`src/rtl/op_mode_pkg.sv`:
```
// Constants and types for the operating-mode status and control registers
package op_mode_pkg;

   // Register byte addresses as seen on the register port
   localparam logic [31:0] STATUS_ADDR      = 32'hffff1020;
   localparam logic [31:0] CONTROL_ADDR     = 32'hffff102a;
   // Aligned words that hold the two registers (big-endian lanes)
   localparam logic [31:0] STATUS_WORD      = 32'hffff1020;
   localparam logic [31:0] CONTROL_WORD     = 32'hffff1028;
   // Byte that carries the writable ROM speed bit
   localparam logic [31:0] CONTROL_LOW_BYTE = 32'hffff102b;

   // Control register layout and reset value
   localparam logic [15:0] CONTROL_RESET    = 16'h001c;
   localparam logic [15:0] CONTROL_ONES     = 16'h000c;
   localparam int          ROM_SPEED_BIT    = 4;
   localparam logic        ROM_SPEED_RESET  = 1'h1;

   // Status register layout
   localparam int          STRAP_COUNT      = 6;
   localparam int          OP_STRAP_LSB     = 0;
   localparam int          CLK_STRAP_LSB    = 3;
   localparam logic [9:0]  STATUS_RESERVED  = 10'h000;

   // Access sizes on the register port
   localparam logic [1:0]  SIZE_BYTE        = 2'h0;
   localparam logic [1:0]  SIZE_HALF        = 2'h1;
   localparam logic [1:0]  SIZE_WORD        = 2'h2;

   // Strap settling wait after reset release
   localparam int          CLOCK_PERIOD_PS  = 8000;
   localparam int          STRAP_SETTLE_NS  = 24;
   localparam int          SETTLE_CYCLES    =
      (STRAP_SETTLE_NS * 1000 + CLOCK_PERIOD_PS - 1) / CLOCK_PERIOD_PS;

   typedef enum logic [1:0] {
      ST_SETTLE  = 2'b00,
      ST_CAPTURE = 2'b01,
      ST_HOLD    = 2'b10
   } capture_state_e;

   typedef struct packed {
      logic [31:0] addr;
      logic [31:0] wdata;
      logic [1:0]  size;
      logic        wr;
      logic        rd;
   } reg_req_s;

   typedef struct packed {
      logic [2:0] op_mode;
      logic [2:0] clk_mode;
      logic       valid;
   } mode_out_s;

endpackage

```
`src/rtl/op_mode_status_control.sv`:
```
// Operating-mode strap capture, mode status and ROM access control
//
// What this block does
// (RL1) Lower three straps give chip operating mode
// (RL2) Upper three straps give clock operating mode
// (RL3) Flash write enable input gates flash programming
// (RL4) Mode status: 16-bit, read-only
// (RL5) Status bits 15..6 undefined; read as zero
// (RL6) Status bits 5..0 are straps latched at reset
// (RL7) Byte, half and word accesses all accepted
// (RL8) Control register 16-bit read/write, ROM access mode
// (RL9) Power-on reset loads control with 001c
// (RL10) Standby leaves control register untouched
// (RL11) Bit 4: 0 fast ROM, 1 slow ROM
// (RL12) Software should normally choose fast ROM
// (RL13) Control bits 15..5 read zero
// (RL14) Control bits 3..2 read one
// (RL15) Control bits 1..0 read zero
// (RL16) Board holds straps steady while powered
// (RL17) Writes to read-only bits are ignored
`timescale 1ns/1ps
`default_nettype none

module op_mode_status_control (
   input  wire logic                  i_clock,
   input  wire logic                  i_rst,
   input  wire op_mode_pkg::reg_req_s i_req,
   output var  logic [31:0]           o_rdata,
   input  wire logic [5:0]            i_mode_strap,
   input  wire logic                  i_flash_write_enable,
   input  wire logic                  i_standby,
   output var  op_mode_pkg::mode_out_s o_mode,
   output var  logic                  o_flash_write_allow,
   output var  logic                  o_rom_speed_select
);

   // Big-endian lane image of one aligned word
   function automatic logic [31:0] word_image(
      input logic [31:0] word_addr,
      input logic [15:0] status_val,
      input logic [15:0] control_val
   );
      logic [31:0] img;
      img = 32'h0000_0000;
      if (word_addr == op_mode_pkg::STATUS_WORD) begin
         img = {status_val, 16'h0000};
      end else if (word_addr == op_mode_pkg::CONTROL_WORD) begin
         img = {16'h0000, control_val};
      end
      return img;
   endfunction

   // True when an access of this size may start at this address
   function automatic logic aligned(
      input logic [31:0] addr,
      input logic [1:0]  size
   );
      logic ok;
      ok = 1'b0;
      case (size)
         op_mode_pkg::SIZE_BYTE: ok = 1'b1;
         op_mode_pkg::SIZE_HALF: ok = (addr[0] == 1'b0);
         op_mode_pkg::SIZE_WORD: ok = (addr[1:0] == 2'h0);
         default:                ok = 1'b0;
      endcase
      return ok;
   endfunction

   // True when the access touches the given byte address
   function automatic logic covers(
      input logic [31:0] addr,
      input logic [1:0]  size,
      input logic [31:0] target
   );
      logic hit;
      hit = 1'b0;
      if (aligned(addr, size)) begin
         case (size)
            op_mode_pkg::SIZE_BYTE: hit = (addr == target);
            op_mode_pkg::SIZE_HALF: hit = (addr[31:1] == target[31:1]);
            op_mode_pkg::SIZE_WORD: hit = (addr[31:2] == target[31:2]);
            default:                hit = 1'b0;
         endcase
      end
      return hit;
   endfunction

   // Strap synchroniser stages; stage one feeds only stage two
   logic [5:0]                   strap_s1;
   logic [5:0]                   strap_s2;
   logic [5:0]                   strap_s3;
   logic [5:0]                   strap_agree;
   logic [5:0]                   strap_latch;
   logic                         fwe_s1;
   logic                         fwe_s2;
   logic                         fwe_s3;
   logic                         fwe_level;
   op_mode_pkg::capture_state_e  state;
   op_mode_pkg::capture_state_e  next_state;
   logic [3:0]                   settle_count;
   logic                         rom_speed;
   logic [15:0]                  status_val;
   logic [15:0]                  control_val;
   logic                         ctrl_write;
   logic [31:0]                  img;
   logic [31:0]                  next_rdata;

   always_ff @(posedge i_clock or posedge i_rst) begin
      if (i_rst) begin
         strap_s1 <= 6'h00;
         strap_s2 <= 6'h00;
         strap_s3 <= 6'h00;
         fwe_s1   <= 1'b0;
         fwe_s2   <= 1'b0;
         fwe_s3   <= 1'b0;
      end else begin
         strap_s1 <= i_mode_strap;
         strap_s2 <= strap_s1;
         strap_s3 <= strap_s2;
         fwe_s1   <= i_flash_write_enable;
         fwe_s2   <= fwe_s1;
         fwe_s3   <= fwe_s2;
      end
   end

   // Per-bit agreement of the last two stages
   genvar gi;
   generate
      for (gi = 0; gi < op_mode_pkg::STRAP_COUNT; gi = gi + 1) begin : g_agree
         assign strap_agree[gi] = ~(strap_s2[gi] ^ strap_s3[gi]);
      end
   endgenerate

   // Flash enable counts only once two stages agree; glitches held off
   always_ff @(posedge i_clock or posedge i_rst) begin
      if (i_rst) begin
         fwe_level <= 1'b0;
      end else if (fwe_s2 == fwe_s3) begin
         fwe_level <= fwe_s3; // RL3
      end
   end

   // Capture sequence: wait for the pipe to fill, then latch once
   always_comb begin
      next_state = state;
      case (state)
         op_mode_pkg::ST_SETTLE: begin
            if (settle_count ==
                4'(op_mode_pkg::SETTLE_CYCLES - 1)) begin
               next_state = op_mode_pkg::ST_CAPTURE;
            end
         end
         op_mode_pkg::ST_CAPTURE: begin
            if (&strap_agree) begin
               next_state = op_mode_pkg::ST_HOLD;
            end
         end
         op_mode_pkg::ST_HOLD: next_state = op_mode_pkg::ST_HOLD;
         default:              next_state = op_mode_pkg::ST_SETTLE;
      endcase
   end

   always_ff @(posedge i_clock or posedge i_rst) begin
      if (i_rst) begin
         state <= op_mode_pkg::ST_SETTLE;
      end else begin
         state <= next_state;
      end
   end

   always_ff @(posedge i_clock or posedge i_rst) begin
      if (i_rst) begin
         settle_count <= 4'h0;
      end else if (state == op_mode_pkg::ST_SETTLE) begin
         settle_count <= settle_count + 4'h1;
      end
   end

   // Straps frozen after capture; later pin changes are not seen
   always_ff @(posedge i_clock or posedge i_rst) begin
      if (i_rst) begin
         strap_latch <= 6'h00;
      end else if (state == op_mode_pkg::ST_CAPTURE && (&strap_agree)) begin
         strap_latch <= strap_s3; // RL6
      end
   end

   // ROM speed bit; only a power-on reset restores it, not standby
   assign ctrl_write = i_req.wr &&
      covers(i_req.addr, i_req.size, op_mode_pkg::CONTROL_LOW_BYTE);

   always_ff @(posedge i_clock or posedge i_rst) begin
      if (i_rst) begin
         rom_speed <= op_mode_pkg::ROM_SPEED_RESET; // RL9
      end else if (ctrl_write) begin
         // Same bit position for byte, half and word writes
         rom_speed <= i_req.wdata[op_mode_pkg::ROM_SPEED_BIT]; // RL11 RL10
      end
   end

   // Register images; fixed bits never stored, so writes cannot move them
   always_comb begin
      status_val = {op_mode_pkg::STATUS_RESERVED, strap_latch}; // RL4 RL5
      control_val = op_mode_pkg::CONTROL_ONES; // RL13 RL14 RL15 RL17
      control_val[op_mode_pkg::ROM_SPEED_BIT] = rom_speed; // RL8
   end

   // Read path: pick lanes, right-justify; misaligned reads return zero
   always_comb begin
      img = word_image({i_req.addr[31:2], 2'h0}, status_val, control_val);
      next_rdata = 32'h0000_0000;
      if (i_req.rd && aligned(i_req.addr, i_req.size)) begin
         case (i_req.size)
            op_mode_pkg::SIZE_BYTE: begin
               case (i_req.addr[1:0])
                  2'h0:    next_rdata = {24'h000000, img[31:24]}; // RL7
                  2'h1:    next_rdata = {24'h000000, img[23:16]};
                  2'h2:    next_rdata = {24'h000000, img[15:8]};
                  default: next_rdata = {24'h000000, img[7:0]};
               endcase
            end
            op_mode_pkg::SIZE_HALF: begin
               if (i_req.addr[1]) begin
                  next_rdata = {16'h0000, img[15:0]};
               end else begin
                  next_rdata = {16'h0000, img[31:16]};
               end
            end
            op_mode_pkg::SIZE_WORD: next_rdata = img;
            default:                next_rdata = 32'h0000_0000;
         endcase
      end
   end

   // Read data stands only in the cycle after the strobe
   always_ff @(posedge i_clock or posedge i_rst) begin
      if (i_rst) begin
         o_rdata <= 32'h0000_0000;
      end else begin
         o_rdata <= next_rdata;
      end
   end

   // Mode outputs registered from the latched straps
   always_ff @(posedge i_clock or posedge i_rst) begin
      if (i_rst) begin
         o_mode              <= '0;
         o_flash_write_allow <= 1'b0;
         o_rom_speed_select  <= op_mode_pkg::ROM_SPEED_RESET;
      end else begin
         o_mode.op_mode  <=
            strap_latch[op_mode_pkg::OP_STRAP_LSB +: 3]; // RL1
         o_mode.clk_mode <=
            strap_latch[op_mode_pkg::CLK_STRAP_LSB +: 3]; // RL2
         o_mode.valid    <= (state == op_mode_pkg::ST_HOLD);
         o_flash_write_allow <= fwe_level; // RL3
         // Advice only: slow mode stays legal if software keeps it
         o_rom_speed_select  <= rom_speed; // RL11
      end
   end
endmodule // op_mode_status_control

`default_nettype wire

```
`config.mk`:
```
export PLATFORM = sky130hd
export DESIGN_NAME = op_mode_status_control
export DESIGN_NICKNAME = d
export VERILOG_FILES = /design/src/rtl/op_mode_pkg.sv /design/src/rtl/op_mode_status_control.sv
export SDC_FILE = /design/constraint.sdc
export NUM_CORES = 1
export LEC_CHECK = 0
export ABC_AREA = 1
export BUFFER_PORTS_ARGS = -buffer_cell sky130_fd_sc_hd__buf_4
export CORE_ASPECT_RATIO = 1.5
export CORE_MARGIN = 2
export CORE_UTILIZATION = 41
export CTS_CLUSTER_SIZE = 16
export DETAILED_ROUTE_END_ITERATION = 8
export GPL_ROUTABILITY_DRIVEN = 0
export HOLD_SLACK_MARGIN = 0.02
export PLACE_DENSITY = 0.74
export SYNTH_ARGS = -nofsm -noshare
export SYNTH_HDL_FRONTEND = slang
export SYNTH_SLANG_ARGS = --single-unit
```
`constraint.sdc`:
```
create_clock -name i_clock -period 1.8 [get_ports i_clock]
set_input_delay 0.54 -clock i_clock [delete_from_list [all_inputs] [get_ports i_clock]]
set_output_delay 0.54 -clock i_clock [all_outputs]
set_load 0.03 [all_outputs]
```
Word-level counts from Yosys, hierarchy flattened

Cells that the tools add are included.

Input port bits: 78
Flip-flop bits (word level): 76
Output and inout bits: 41

Multiplexer cells: 12
Reduce and logical (&&, ||, !) cells: 8
Bitwise logic cells: 13
Equal/unequal tests: 14
Add/sub/neg operators: 1

Operators by type and width:

| cell                                                 | count |
|---|---|
| one-hot mux 32 bit (3 select lines)                  | 1 |
| equality test 30 bit (second input constant)         | 2 |
| equality test 32 bit (second input constant)         | 1 |
| two-way mux 32 bit                                   | 1 |
| equality test 31 bit (second input constant)         | 1 |
| one-hot mux 8 bit (3 select lines)                   | 1 |
| two-way mux 22 bit                                   | 1 |
| two-way mux 16 bit                                   | 1 |
| NOT 1 bit                                            | 7 |
| equality test 2 x 1 -> 1 bit (second input constant) | 3 |
| equality test 2 bit (second input constant)          | 3 |
| logical NOT 2 bit                                    | 3 |
| one-hot mux 1 bit (3 select lines)                   | 2 |
| one-hot mux 2 bit (3 select lines)                   | 1 |
| AND reduction 6 bit                                  | 1 |
| bitwise XOR 1 bit                                    | 6 |
| two-way mux 5 bit                                    | 1 |
| adder 4 x 1 -> 4 bit (second input constant)         | 1 |
| equality test 4 x 2 -> 1 bit (second input constant) | 1 |
| two-way mux 2 bit                                    | 2 |
| != test 2 bit (second input constant)                | 2 |
| logical AND 1 bit                                    | 3 |
| AND reduction 2 bit                                  | 1 |
| equality test 1 bit                                  | 1 |
| two-way mux 1 bit                                    | 1 |

Depth between registers and ports, before layout

Gate-level depths: netlist of the first run.

Word-level depth: 6
Mapped depth: 10
Mapped depth without buffers: 10

Worst setup path before layout of the first run

Ideal clock, no wire load.

Path kind: input -> register
From: in i_req[43] (netlist name)
To: reg rom_speed
Stages: 9
Slack: 0.444 ns
Library setup time: 0.076 ns
Arrival: 1.280 ns
Data required time: 1.724 ns
Path buffers: 0
Path through: inv_1 nand2_1 nor2_2 nand2_1 nor2_4 and2_1 nand2_1 o21ai_1 inv_1

Longest elaborated chain between the ends: 4
Elaborated cells between the ends (all ways): 6
Classes of those cells: eq/ne (3); mux (2); reduce/logical (1)

RTL lines:

| what                                         | RTL line                      | text |
|---|---|---|
| start: declaration                           | op_mode_status_control.sv:27  | `input wire op_mode_pkg::reg_req_s i_req,` |
| equality test 32 bit (tied with other cells) | op_mode_status_control.sv:79  | `op_mode_pkg::SIZE_BYTE: hit = (addr == target);` |
| one-hot mux 1 bit (3 select lines) *         | op_mode_status_control.sv:78  | `case (size)` |
| two-way mux 1 bit *                          | op_mode_status_control.sv:77  | `if (aligned(addr, size)) begin` |
| logical AND 1 bit *                          | op_mode_status_control.sv:189 | `assign ctrl_write = i_req.wr &&` |
| end signal: assignment                       | op_mode_status_control.sv:194 | `rom_speed <= op_mode_pkg::ROM_SPEED_RESET;` |
| end signal: assignment                       | op_mode_status_control.sv:197 | `rom_speed <= i_req.wdata[op_mode_pkg::ROM_SPEED_BIT];` |
| end: declaration                             | op_mode_status_control.sv:101 | `logic rom_speed;` |

Every way passes the cells marked *; elsewhere a longest branch is shown, timed or not.
A chain may end at the register's enable or synchronous reset.

Final worst setup path of the first run

From: reg o_rom_speed_select
To: out o_rom_speed_select

RTL lines:

| what                     | RTL line                      | text |
|---|---|---|
| start: declaration       | op_mode_status_control.sv:34  | `output var logic o_rom_speed_select` |
| start signal: assignment | op_mode_status_control.sv:249 | `o_rom_speed_select <= op_mode_pkg::ROM_SPEED_RESET;` |
| start signal: assignment | op_mode_status_control.sv:258 | `o_rom_speed_select <= rom_speed;` |

No word-level cell between the ends.

==> impl_results.rst, run 1 <==
.. list-table::
   :header-rows: 1

   * - Metric
     - Value
   * - Outcome
     - finished, final reports clean
   * - Fill count
     - between 500 and 600
   * - Proportion of synthesized chip area in sequential cells
     - 0.583
   * - Endpoints failing hold
     - 0
   * - Antenna Diode Count
     - 0
   * - Die extent in x
     - ~67 um
   * - Highest net fanout along the worst path
     - 1
   * - Post-route DRC
     - 0
   * - Setup repair after global routing missed its margin
     - no
   * - Cell variety after synth
     - 30
   * - Vias in the first global route
     - about 1,700
   * - Initial standard-cell utilization of the core
     - 0.419
   * - Final max-slew violation count
     - 0
   * - Place WS
     - roughly 0.21 ns
   * - Share of layout cells above drive strength 1
     - 0.279
   * - CTS tree
     - yes
   * - Violation count after the first detailed-route iteration
     - 45
   * - Setup TNS
     - 0 ns
   * - Total power after layout
     - approximately 3.0 mW
   * - Static leakage power
     - roughly 1.6 nW
   * - Count of buffers inserted at the top-level ports
     - 66
   * - Hold_buf cts
     - 0
   * - Die area
     - 6510 um2
   * - Clock skew
     - between 0.003 and 0.004 ns
   * - Largest net degree at the start of global routing
     - 19
   * - Avg WL per Cell
     - about 10 um
   * - Post-synthesis cell type with the largest combined area
     - dfrtp_1
   * - Power density of the placed cells
     - a little under 1000 nW/um2
   * - Share of the cycle needed by the critical path after routing
     - 0.843
   * - Final design utilization
     - 0.528
   * - Slowest Stage Delay on Critical Path
     - 0.52 ns
   * - Slowest cell on the critical path
     - dfstp_2
   * - Boundary pin count
     - roughly 120
   * - Cell types with the highest counts after synthesis
     - 56 x nand2_1, 54 x dfrtp_1, 33 x inv_1
   * - Post-layout net count
     - 408
   * - Portion of synthesized cell area occupied by the leading cell type
     - 0.561
   * - Sum of net half-perimeters after detailed placement
     - 3330 um
   * - Area occupied by multi-input gates
     - a little under 800 um2
   * - Placeable core region
     - between 5000 and 6000 um2
   * - Number of nets with antenna violations after detailed routing
     - 0
   * - Main synth FF type
     - dfrtp_1
   * - Area growth from synthesis to layout
     - 26.0%
   * - Total GRT Usage
     - 0.136
   * - Critical path buffers and inverters
     - 1
   * - # resized after CTS
     - 0
   * - Post-synthesis sequential element count
     - 56
   * - Number of levels in the clock H-tree
     - 2
   * - Post-synth ARST share
     - 1.00
   * - Number of cells produced by synthesis
     - ~250
   * - Average via count per standard cell
     - approximately 4.4
   * - Maximum clock rate
     - roughly 0.66 GHz
   * - Final worst path period need
     - roughly 1.5 ns
   * - YS warnings
     - 0
   * - Wire length of the first global-routing pass
     - around 7000 um
   * - Worst vdd ir
     - ~630 uV
   * - # Max-Cap Violations
     - 0
   * - Synthesized cell area
     - 2410 um2
   * - Top area cells in the synthesized netlist
     - dfrtp_1 56%, nand2_1 8.7%, buf_4 6.2%
   * - Arrival time at the worst endpoint
     - 0.98 ns
   * - Clock latency reported for the late side of the worst-skew pair
     - approximately 0.30 ns
   * - Detailed-route wire length
     - just over 4000 um
   * - Total number of clock tree sinks
     - 56
   * - Count of buffers added by post-CTS timing repair for setup
     - 0
   * - Summed area of non-filler cells in the final layout
     - around 3000 um2
   * - Area used by sequential logic in the layout
     - 1400 um2
   * - Tightest Hold Check Type
     - input pin to async pin
   * - Count of TritonRoute iterations in the first routing pass
     - 4
   * - Number of synthesized flops with an enable pin
     - 0
   * - Library cell with the highest instance count after synthesis
     - nand2_1
   * - Endpoint kind of the worst setup timing path
     - output pin
   * - CP delay by family, top
     - flip-flops
   * - TritonCTS Buffers
     - 5
   * - Setup-failing EPs final
     - 0
   * - Crit path cell chain
     - buf_4
   * - Clock transition at the register clock pins on the worst setup and hold paths after CTS
     - about 0.090 ns
   * - Number of placed instances with taps included
     - 390
   * - Number of standard-cell rows in the floorplan
     - 34
   * - Data required, critical path
     - 1.26 ns
   * - Root Buffer
     - clkbuf_8
   * - Start-to-end type of the worst setup path
     - flip-flop to output pin
   * - Clock Tree Buf Depth
     - 2
   * - Post-Place Cell Area
     - 2940 um2
   * - Die Y-Extent
     - 97.8 um
   * - Overflow left after global routing
     - 0
   * - Number of non-filler instances in the completed layout
     - 398
   * - Synthesized area per cell
     - ~9.6 um2
   * - Vias post-DR
     - roughly 1,700
   * - Initial antenna violation count
     - 0
   * - CP startpoint kind
     - flip-flop
   * - Worst path setup slack after routing
     - roughly 0.28 ns
   * - Final-layout worst hold slack
     - 0.204 ns
-- flip-flops by register name, indices dropped and copies added (netlist names), 2 cells and up --
register,flops
o_mode,7
strap_s1,6
state,2
strap_s2,6
settle_count,4
o_rdata,12
strap_s3,6
strap_latch,6
-- final cells by class --
class,count,share of cell area
flip-flops and latches,56,0.463
multi-input cells,156,0.258
repair buffers,69,0.171
inverters,37,0.0470
well taps,72,0.0297
clock buffers,6,0.0272
clock inverters,2,0.00495
-- kinds of logic (layout without fill, tap and decap cells) --
family          Yosys count  after routing  synth area share
simple gates            107            107             0.202
buf+inv                  58            114             0.122
flops                    56             56             0.583
compound gates           16             16            0.0359
xor+xnor                  7              7            0.0255
fa+ha+maj                 6              6            0.0301
other cells               1             20           0.00156
-- where the power goes --
| group | internal [mW] | total (mW) | switching (mW) | leakage, nW |
|---|---|---|---|---|
| Sequential | 1.44 | 1.56 | 0.119 | 0.704 |
| Combinational | 0.289 | 0.741 | 0.451 | 0.860 |
| Clock | 0.312 | 0.698 | 0.386 | 0.0434 |
| Total | 2.04 | 3.00 | 0.957 | 1.61 |
-- final timing paths --
path | cells past startpoint | startpoint | slack, ns | to
max | 1 | o_rom_speed_select | 0.28 | o_rom_speed_select
min | 2 | i_rst | 0.20 | o_mode[2]
max reg2reg | 7 | settle_count[0] | 0.47 | state[1]
min reg2reg | 0 | strap_s1[5] | 0.35 | strap_s2[5]
max in group asynchronous | 3 | i_rst | 1.07 | rom_speed
min in group i_clock | 1 | i_flash_write_enable | 0.34 | fwe_s1
-- layout by cell type, fill, tap and decap left out, types with 3 or more instances in the layout --
master      count
ha_1            5
nand3_1         7
clkinvlp_4      3
dfrtp_1        54
buf_4          69
o21ai_0         4
nor2_1         25
o21ai_1         6
nor3_1          3
xnor2_1         3
conb_1         20
nand2_1        56
a21oi_1         4
clkinv_1        3
xor2_1          4
nand4_1         4
inv_1          32
clkbuf_8        6
-- layer usage --
metal | up-vias | global-route usage | share of wire
li1 | 869 | - | -
met1 | 794 | 0.140 | 0.37
met2 | 62 | 0.256 | 0.55
met3 | 7 | 0.0357 | 0.071
met4 | 0 | 0.0424 | 0.014
met5 | - | 0 | 0
Power figures use the tool's default switching activity.
==> run 2, diff against run 1 <==
--- a/config.mk
+++ b/config.mk
@@ -9,12 +9,12 @@
 export BUFFER_PORTS_ARGS = -buffer_cell sky130_fd_sc_hd__buf_4
 export CORE_ASPECT_RATIO = 1.5
 export CORE_MARGIN = 2
-export CORE_UTILIZATION = 41
+export CORE_UTILIZATION = 45
 export CTS_CLUSTER_SIZE = 16
 export DETAILED_ROUTE_END_ITERATION = 8
 export GPL_ROUTABILITY_DRIVEN = 0
 export HOLD_SLACK_MARGIN = 0.02
-export PLACE_DENSITY = 0.74
+export PLACE_DENSITY = 0.77
 export SYNTH_ARGS = -nofsm -noshare
 export SYNTH_HDL_FRONTEND = slang
 export SYNTH_SLANG_ARGS = --single-unit
==> constraint.sdc (replaced) <==
create_clock -name i_clock -period 1.5 [get_ports i_clock]
set_input_delay 0.45 -clock i_clock [delete_from_list [all_inputs] [get_ports i_clock]]
set_output_delay 0.45 -clock i_clock [all_outputs]
set_load 0.03 [all_outputs]
==> run 2 against run 1 <==
Against the previous run:
- clock skew is 0.0019 ns higher
- largest cell class unchanged
- sequential share of layout area about the same
- sequential power increased by 20%
- total power rose by 20%
- first-iteration DRC count is 69% higher
- count of clock-buffer cells in the layout fell by 1
- combinational power increased by 20%
- sequential cell count did not move
- core utilization grew 5.9 points
- clock power up 19%
- die area down 8.4%
- critical path type unchanged
- largest power group unchanged
==> impl_results.rst, run 2 (synthesis gave the netlist of run 1 again) <==
.. list-table::
   :header-rows: 1

   * - Metric
     - Value
   * - Outcome
     - finished, final reports clean
   * - Antenna Diode Count
     - 0
   * - Largest register FFs
     - 12
   * - Data required, critical path
     - approximately 1.1 ns
   * - Vias in the first global route
     - approximately 1,600
   * - TritonCTS Buffers
     - 5
   * - Hold_buf cts
     - 0
   * - Flop2flop setup slack
     - between 0.1 and 0.15 ns
   * - Highest net fanout along the worst path
     - 1
   * - Post-route DRC
     - 0
   * - Top flop regs
     - o_rdata (12), o_mode (7)
   * - Number of levels in the clock H-tree
     - 2
   * - Avg WL per Cell
     - 9.70 um
   * - Number of standard-cell rows in the floorplan
     - 32
   * - Most common library cell in the layout ignoring fill and taps
     - buf_4
   * - Sum of net half-perimeters after detailed placement
     - ~3000 um
   * - Total power after layout
     - roughly 3.6 mW
   * - Final design utilization
     - 0.587
   * - Die area
     - around 6000 um2
   * - Initial antenna violation count
     - 0
   * - Slowest cell on the critical path
     - dfstp_2
   * - Die Y-Extent
     - just over 90 um
   * - Number of nets with antenna violations after detailed routing
     - 0
   * - # resized after CTS
     - 0
   * - Final worst path period need
     - roughly 1.4 ns
   * - Worst path setup slack after routing
     - between 0.06 and 0.07 ns
   * - Final max-slew violation count
     - 0
   * - Crit path cell chain
     - buf_4
   * - Largest net degree at the start of global routing
     - 57
   * - Number of placed instances with taps included
     - 385
   * - Power density of the placed cells
     - 1180 nW/um2
   * - Post-layout net count
     - between 400 and 500
   * - Count of TritonRoute iterations in the first routing pass
     - 4
   * - Slowest Stage Delay on Critical Path
     - 0.53 ns
   * - Initial standard-cell utilization of the core
     - 0.466
   * - Static leakage power
     - 1.61 nW
   * - Endpoints failing hold
     - 0
   * - Maximum clock rate
     - approximately 0.70 GHz
   * - CP startpoint kind
     - flip-flop
   * - # Max-Cap Violations
     - 0
   * - Critical path buffers and inverters
     - 1
   * - Violation count after the first detailed-route iteration
     - 76
   * - Start-to-end type of the worst setup path
     - flip-flop to output pin
   * - Area growth from synthesis to layout
     - 25.9%
   * - Clock transition at the register clock pins on the worst setup and hold paths after CTS
     - roughly 0.1 ns
   * - Clock Tree Buf Depth
     - 2
   * - CTS tree
     - yes
   * - Root Buffer
     - clkbuf_8
   * - Clock skew
     - approximately 0.0057 ns
   * - Tightest Hold Check Type
     - input pin to async pin
   * - Placeable core region
     - slightly above 5000 um2
   * - Count of buffers inserted at the top-level ports
     - 66
   * - Setup-failing EPs final
     - 0
   * - Average via count per standard cell
     - between 4 and 5
   * - Arrival time at the worst endpoint
     - roughly 0.98 ns
   * - Setup repair after global routing missed its margin
     - no
   * - Boundary pin count
     - 119
   * - Total GRT Usage
     - 0.140
   * - Final-layout worst hold slack
     - approximately 0.19 ns
   * - Share of layout cells above drive strength 1
     - 0.277
   * - Summed area of non-filler cells in the final layout
     - between 3000 and 4000 um2
   * - Clock latency reported for the late side of the worst-skew pair
     - approximately 0.31 ns
   * - Number of non-filler instances in the completed layout
     - just under 400
   * - Endpoint kind of the worst setup timing path
     - output pin
   * - Worst vdd ir
     - 823 uV
   * - Place WS
     - -0.0315 ns
   * - Count of buffers added by post-CTS timing repair for setup
     - 0
   * - Register with the most flip-flops
     - o_rdata
   * - Die extent in x
     - around 64 um
   * - Wire length of the first global-routing pass
     - roughly 6600 um
   * - Setup TNS
     - 0 ns
   * - CP delay by family, top
     - flip-flops
   * - Vias post-DR
     - around 1,700
   * - Detailed-route wire length
     - approximately 3800 um
   * - Share of the cycle needed by the critical path after routing
     - 0.955
   * - Overflow left after global routing
     - 0
   * - Post-Place Cell Area
     - around 2900 um2
   * - Total number of clock tree sinks
     - 56
   * - Highest-count cells in the layout ignoring fill and taps
     - 67 x buf_4, 56 x nand2_1, 54 x dfrtp_1, 32 x inv_1, 25 x nor2_1
-- run 2: changes by cell type in the layout (fill, tap and decap cells not counted) --
cell	change
clkinvlp_4	-2
buf_4	-2
inv_6	+2
buf_12	+1
clkinv_4	+1
clkbuf_8	-1
-- run 2: final cells by class --
class / instances / area, um2
inverters: 37 / 143
multi-input cells: 156 / 782
clock inverters: 3 / 26.3
well taps: 68 / 85.1
fillers: 466 / 2130
clock buffers: 5 / 68.8
flip-flops and latches: 56 / 1400
repair buffers: 68 / 523
-- run 2: power breakdown --
part	total, mW	switching (mW)	internal (mW)
sequential	1.87	0.141	1.73
clock	0.833	0.489	0.344
combinational	0.890	0.542	0.348
total	3.59	1.17	2.42
-- run 2: worst paths after layout --
path / startpoint / end / depth (start not counted)
worst max-delay path: o_rom_speed_select / o_rom_speed_select / 1
worst min-delay path: i_rst / strap_s3[2] / 3
worst max register to register: settle_count[0] / state[0] / 7
worst min register to register: strap_s1[1] / strap_s2[1] / 0
max in group asynchronous: i_rst / rom_speed / 3
min in group i_clock: i_mode_strap[5] / strap_s1[5] / 1
-- run 2: routing by layer --
| metal | up-vias | GRT usage | share of wire |
|---|---|---|---|
| met2 | 57 | 0.267 | 0.55 |
| met1 | 775 | 0.142 | 0.37 |
| met5 | - | 0 | 0 |
| li1 | 871 | - | - |
| met3 | 3 | 0.0397 | 0.070 |
| met4 | 0 | 0.0489 | 0.010 |
==> run 3, diff against run 2 <==
--- a/config.mk
+++ b/config.mk
@@ -5,11 +5,10 @@
 export SDC_FILE = /design/constraint.sdc
 export NUM_CORES = 1
 export LEC_CHECK = 0
-export ABC_AREA = 1
 export BUFFER_PORTS_ARGS = -buffer_cell sky130_fd_sc_hd__buf_4
 export CORE_ASPECT_RATIO = 1.5
 export CORE_MARGIN = 2
-export CORE_UTILIZATION = 45
+export CORE_UTILIZATION = 44
 export CTS_CLUSTER_SIZE = 16
 export DETAILED_ROUTE_END_ITERATION = 8
 export GPL_ROUTABILITY_DRIVEN = 0
==> run 3 against run 2 <==
Against the previous run:
- sequential power decreased by 3%
- the run now ends with setup timing left
- final area decreased by 0.87%
- count of clock-buffer cells in the layout increased by 2
==> impl_results.rst, run 3 <==
.. list-table::
   :header-rows: 1

   * - Metric
     - Value
   * - Number of cells produced by synthesis
     - roughly 170
   * - Average via count per standard cell
     - 4.54
   * - Failing checks
     - setup timing
   * - Final design utilization
     - 0.620
   * - Arrival time at the worst endpoint
     - approximately 2 ns
   * - Count of buffers added by post-CTS timing repair for setup
     - 0
   * - Final worst path period need
     - approximately 1.7 ns
   * - Post-layout net count
     - ~340
   * - Area used by sequential logic in the layout
     - about 1400 um2
   * - TritonCTS Buffers
     - 5
   * - CTS tree
     - yes
   * - Vias in the first global route
     - 1,421
   * - Clock skew
     - 0.00588 ns
   * - Share of the cycle needed by the critical path after routing
     - 1.16
   * - Vias post-DR
     - about 1,500
   * - Slowest Stage Delay on Critical Path
     - between 0.4 and 0.5 ns
   * - Initial standard-cell utilization of the core
     - 0.459
   * - CP startpoint kind
     - input pin
   * - Die extent in x
     - just over 60 um
   * - Static leakage power
     - approximately 1.5 nW
   * - Post-synthesis sequential element count
     - 56
   * - YS warnings
     - 0
   * - Power density of the placed cells
     - about 1200 nW/um2
   * - Total power after layout
     - ~3.5 mW
   * - Hold_buf cts
     - 0
   * - Count of buffers inserted at the top-level ports
     - 66
   * - Die Y-Extent
     - between 90 and 100 um
   * - Number of standard-cell rows in the floorplan
     - 31
   * - Synthesized cell area
     - 2220 um2
   * - Tightest Hold Check Type
     - input pin to async pin
   * - Stages on the worst setup path
     - 5
   * - Start-to-end type of the worst setup path
     - input pin to flip-flop
   * - Endpoint kind of the worst setup timing path
     - flip-flop
   * - Overflow left after global routing
     - 0
   * - Initial antenna violation count
     - 0
   * - Sum of net half-perimeters after detailed placement
     - about 3000 um
   * - Avg WL per Cell
     - about 12 um
   * - Data required, critical path
     - 1.73 ns
   * - Clock Tree Buf Depth
     - 2
   * - Boundary pin count
     - approximately 120
   * - Proportion of synthesized chip area in sequential cells
     - 0.631
   * - Post-synth ARST share
     - 1.00
   * - Slowest cell on the critical path
     - or4_4
   * - Total number of clock tree sinks
     - 56
   * - Share of layout cells above drive strength 1
     - 0.441
   * - Highest net fanout along the worst path
     - 4
   * - Critical path buffers and inverters
     - 1
   * - Post-synthesis cell type with the largest combined area
     - dfrtp_1
   * - Worst vdd ir
     - between 600 and 700 uV
   * - Main synth FF type
     - dfrtp_1
   * - Area growth from synthesis to layout
     - 35.2%
   * - Placeable core region
     - between 4000 and 5000 um2
   * - Post-route DRC
     - 0
   * - Die area
     - approximately 5600 um2
   * - Worst path setup slack after routing
     - -0.239 ns
   * - Violation count after the first detailed-route iteration
     - 29
   * - Portion of synthesized cell area occupied by the leading cell type
     - 0.608
   * - Area occupied by multi-input gates
     - approximately 780 um2
   * - Antenna Diode Count
     - 0
   * - Cells on worst reg2reg path
     - 4
   * - Largest register FFs
     - 12
   * - Top area cells in the synthesized netlist
     - dfrtp_1 61%, buf_4 6.8%, xor2_1 3.2%
   * - Library cell with the highest instance count after synthesis
     - dfrtp_1
   * - Root Buffer
     - clkbuf_8
   * - Clock latency reported for the late side of the worst-skew pair
     - approximately 0.3 ns
   * - Fill count
     - 394
   * - Largest net degree at the start of global routing
     - 31
   * - Actual slew at the worst max-slew pin
     - 0.508 ns
   * - Highest-count cells in the layout ignoring fill and taps
     - 76 x buf_4, 54 x dfrtp_1, 20 x conb_1, 9 x nand2_1, 8 x xor2_1
   * - Final max-slew violation count
     - 0
   * - Rel. slew slack
     - 0.659
   * - Synthesized area per cell
     - about 13 um2
   * - Endpoints failing hold
     - 0
   * - Most common library cell in the layout ignoring fill and taps
     - buf_4
   * - CP delay by family, top
     - simple AND/OR/NAND/NOR gates
   * - Crit path cell chain
     - buf_6 > or3b_4 > or4_4 > or3_4 > a21oi_2
   * - Setup-failing EPs final
     - 19
   * - Maximum clock rate
     - between 0.5 and 0.6 GHz
   * - Cell types with the highest counts after synthesis
     - 54 x dfrtp_1, 20 x buf_4, 9 x nand2_1
   * - Number of levels in the clock H-tree
     - 2
   * - Top flop regs
     - o_rdata (12), o_mode (7)
   * - Clock transition at the register clock pins on the worst setup and hold paths after CTS
     - about 0.090 ns
   * - Detailed-route wire length
     - 3690 um
   * - Total GRT Usage
     - 0.143
   * - Outcome
     - finished, violations left
   * - # Max-Cap Violations
     - 0
   * - Cell variety after synth
     - 38
   * - Setup repair after global routing missed its margin
     - yes
   * - Register with the most flip-flops
     - o_rdata
   * - Place WS
     - -0.640 ns
   * - Count of TritonRoute iterations in the first routing pass
     - 4
   * - Number of synthesized flops with an enable pin
     - 0
   * - Number of nets with antenna violations after detailed routing
     - 0
   * - Wire length of the first global-routing pass
     - around 6100 um
==> run 3: cell count changes after synthesis, moves of 3 or more <==
cell	delta
nand2_1	-47
inv_1	-28
nor2_1	-18
mux2_2	+6
nand3_1	-5
o21ai_1	-5
and2_1	+4
xor2_1	+4
and3_1	+3
clkinv_1	-3
o21ai_0	-3
==> run 3: what timing repair did <==
| item | CTS | global route |
|---|---|---|
| pin swaps | 9 | 4 |
| gates resized for setup | 5 | 10 |
| endpoints found under the setup margin | 19 | 21 |
==> run 3: path summary, 6_finish.rpt <==
path	slack, ns	start	endpoint
worst max-delay path	-0.24	i_req[44]	o_rdata[2]
max in group asynchronous	0.86	i_rst	o_rom_speed_select
worst min register to register	0.35	strap_s1[2]	strap_s2[2]
worst max register to register	-0.06	strap_s3[4]	strap_latch[1]
worst min-delay path	0.12	i_rst	o_flash_write_allow
min in group i_clock	0.25	i_mode_strap[1]	strap_s1[1]
==> run 3: stage by stage <==
stage	setup TNS, ns	hold slack [ns]	cells	instance area (um2)
2_1_floorplan	-5.66	0.331	187	2300
3_3_place_gp	-7.87	0.332	312	2850
3_5_place_dp	-8.14	0.335	312	2850
4_1_cts	-2.75	0.125	320	2960
5_1_grt	-4.27	0.137	320	3010
6_report	-2.82	0.123	320	3010
==> run 3: cells by family after synthesis <==
| logic type | after synthesis | synth area share |
|---|---|---|
| flip-flops | 56 | 0.631 |
| AND/OR/NAND/NOR | 46 | 0.124 |
| other | 1 | 0.00169 |
| adder cells (fa/ha/maj) | 6 | 0.0326 |
| buffers and inverters | 26 | 0.0777 |
| AO/OA/AOI/OAI | 14 | 0.0490 |
| multiplexers | 9 | 0.0445 |
| XOR/XNOR | 10 | 0.0394 |
==> run 3: routing by layer <==
metal,vias up,GRT usage,wire (um)
met5,-,0,0
met4,0,0.0869,75
met3,10,0.0299,242
met2,61,0.227,2060
met1,683,0.167,1310
li1,700,-,-
==> run 3: area by class of cell <==
class	instances	area share
clock buffer	7	0.0287
clock inverter	1	0.00250
inverter	5	0.00749
multi-input combinational	105	0.259
sequential	56	0.467
tap	66	0.0275
timing repair buffer	80	0.208
==> run 3: power breakdown <==
part	switching [mW]	internal, mW	total (mW)
sequential	0.129	1.69	1.82
combinational	0.472	0.407	0.878
clock	0.427	0.375	0.802
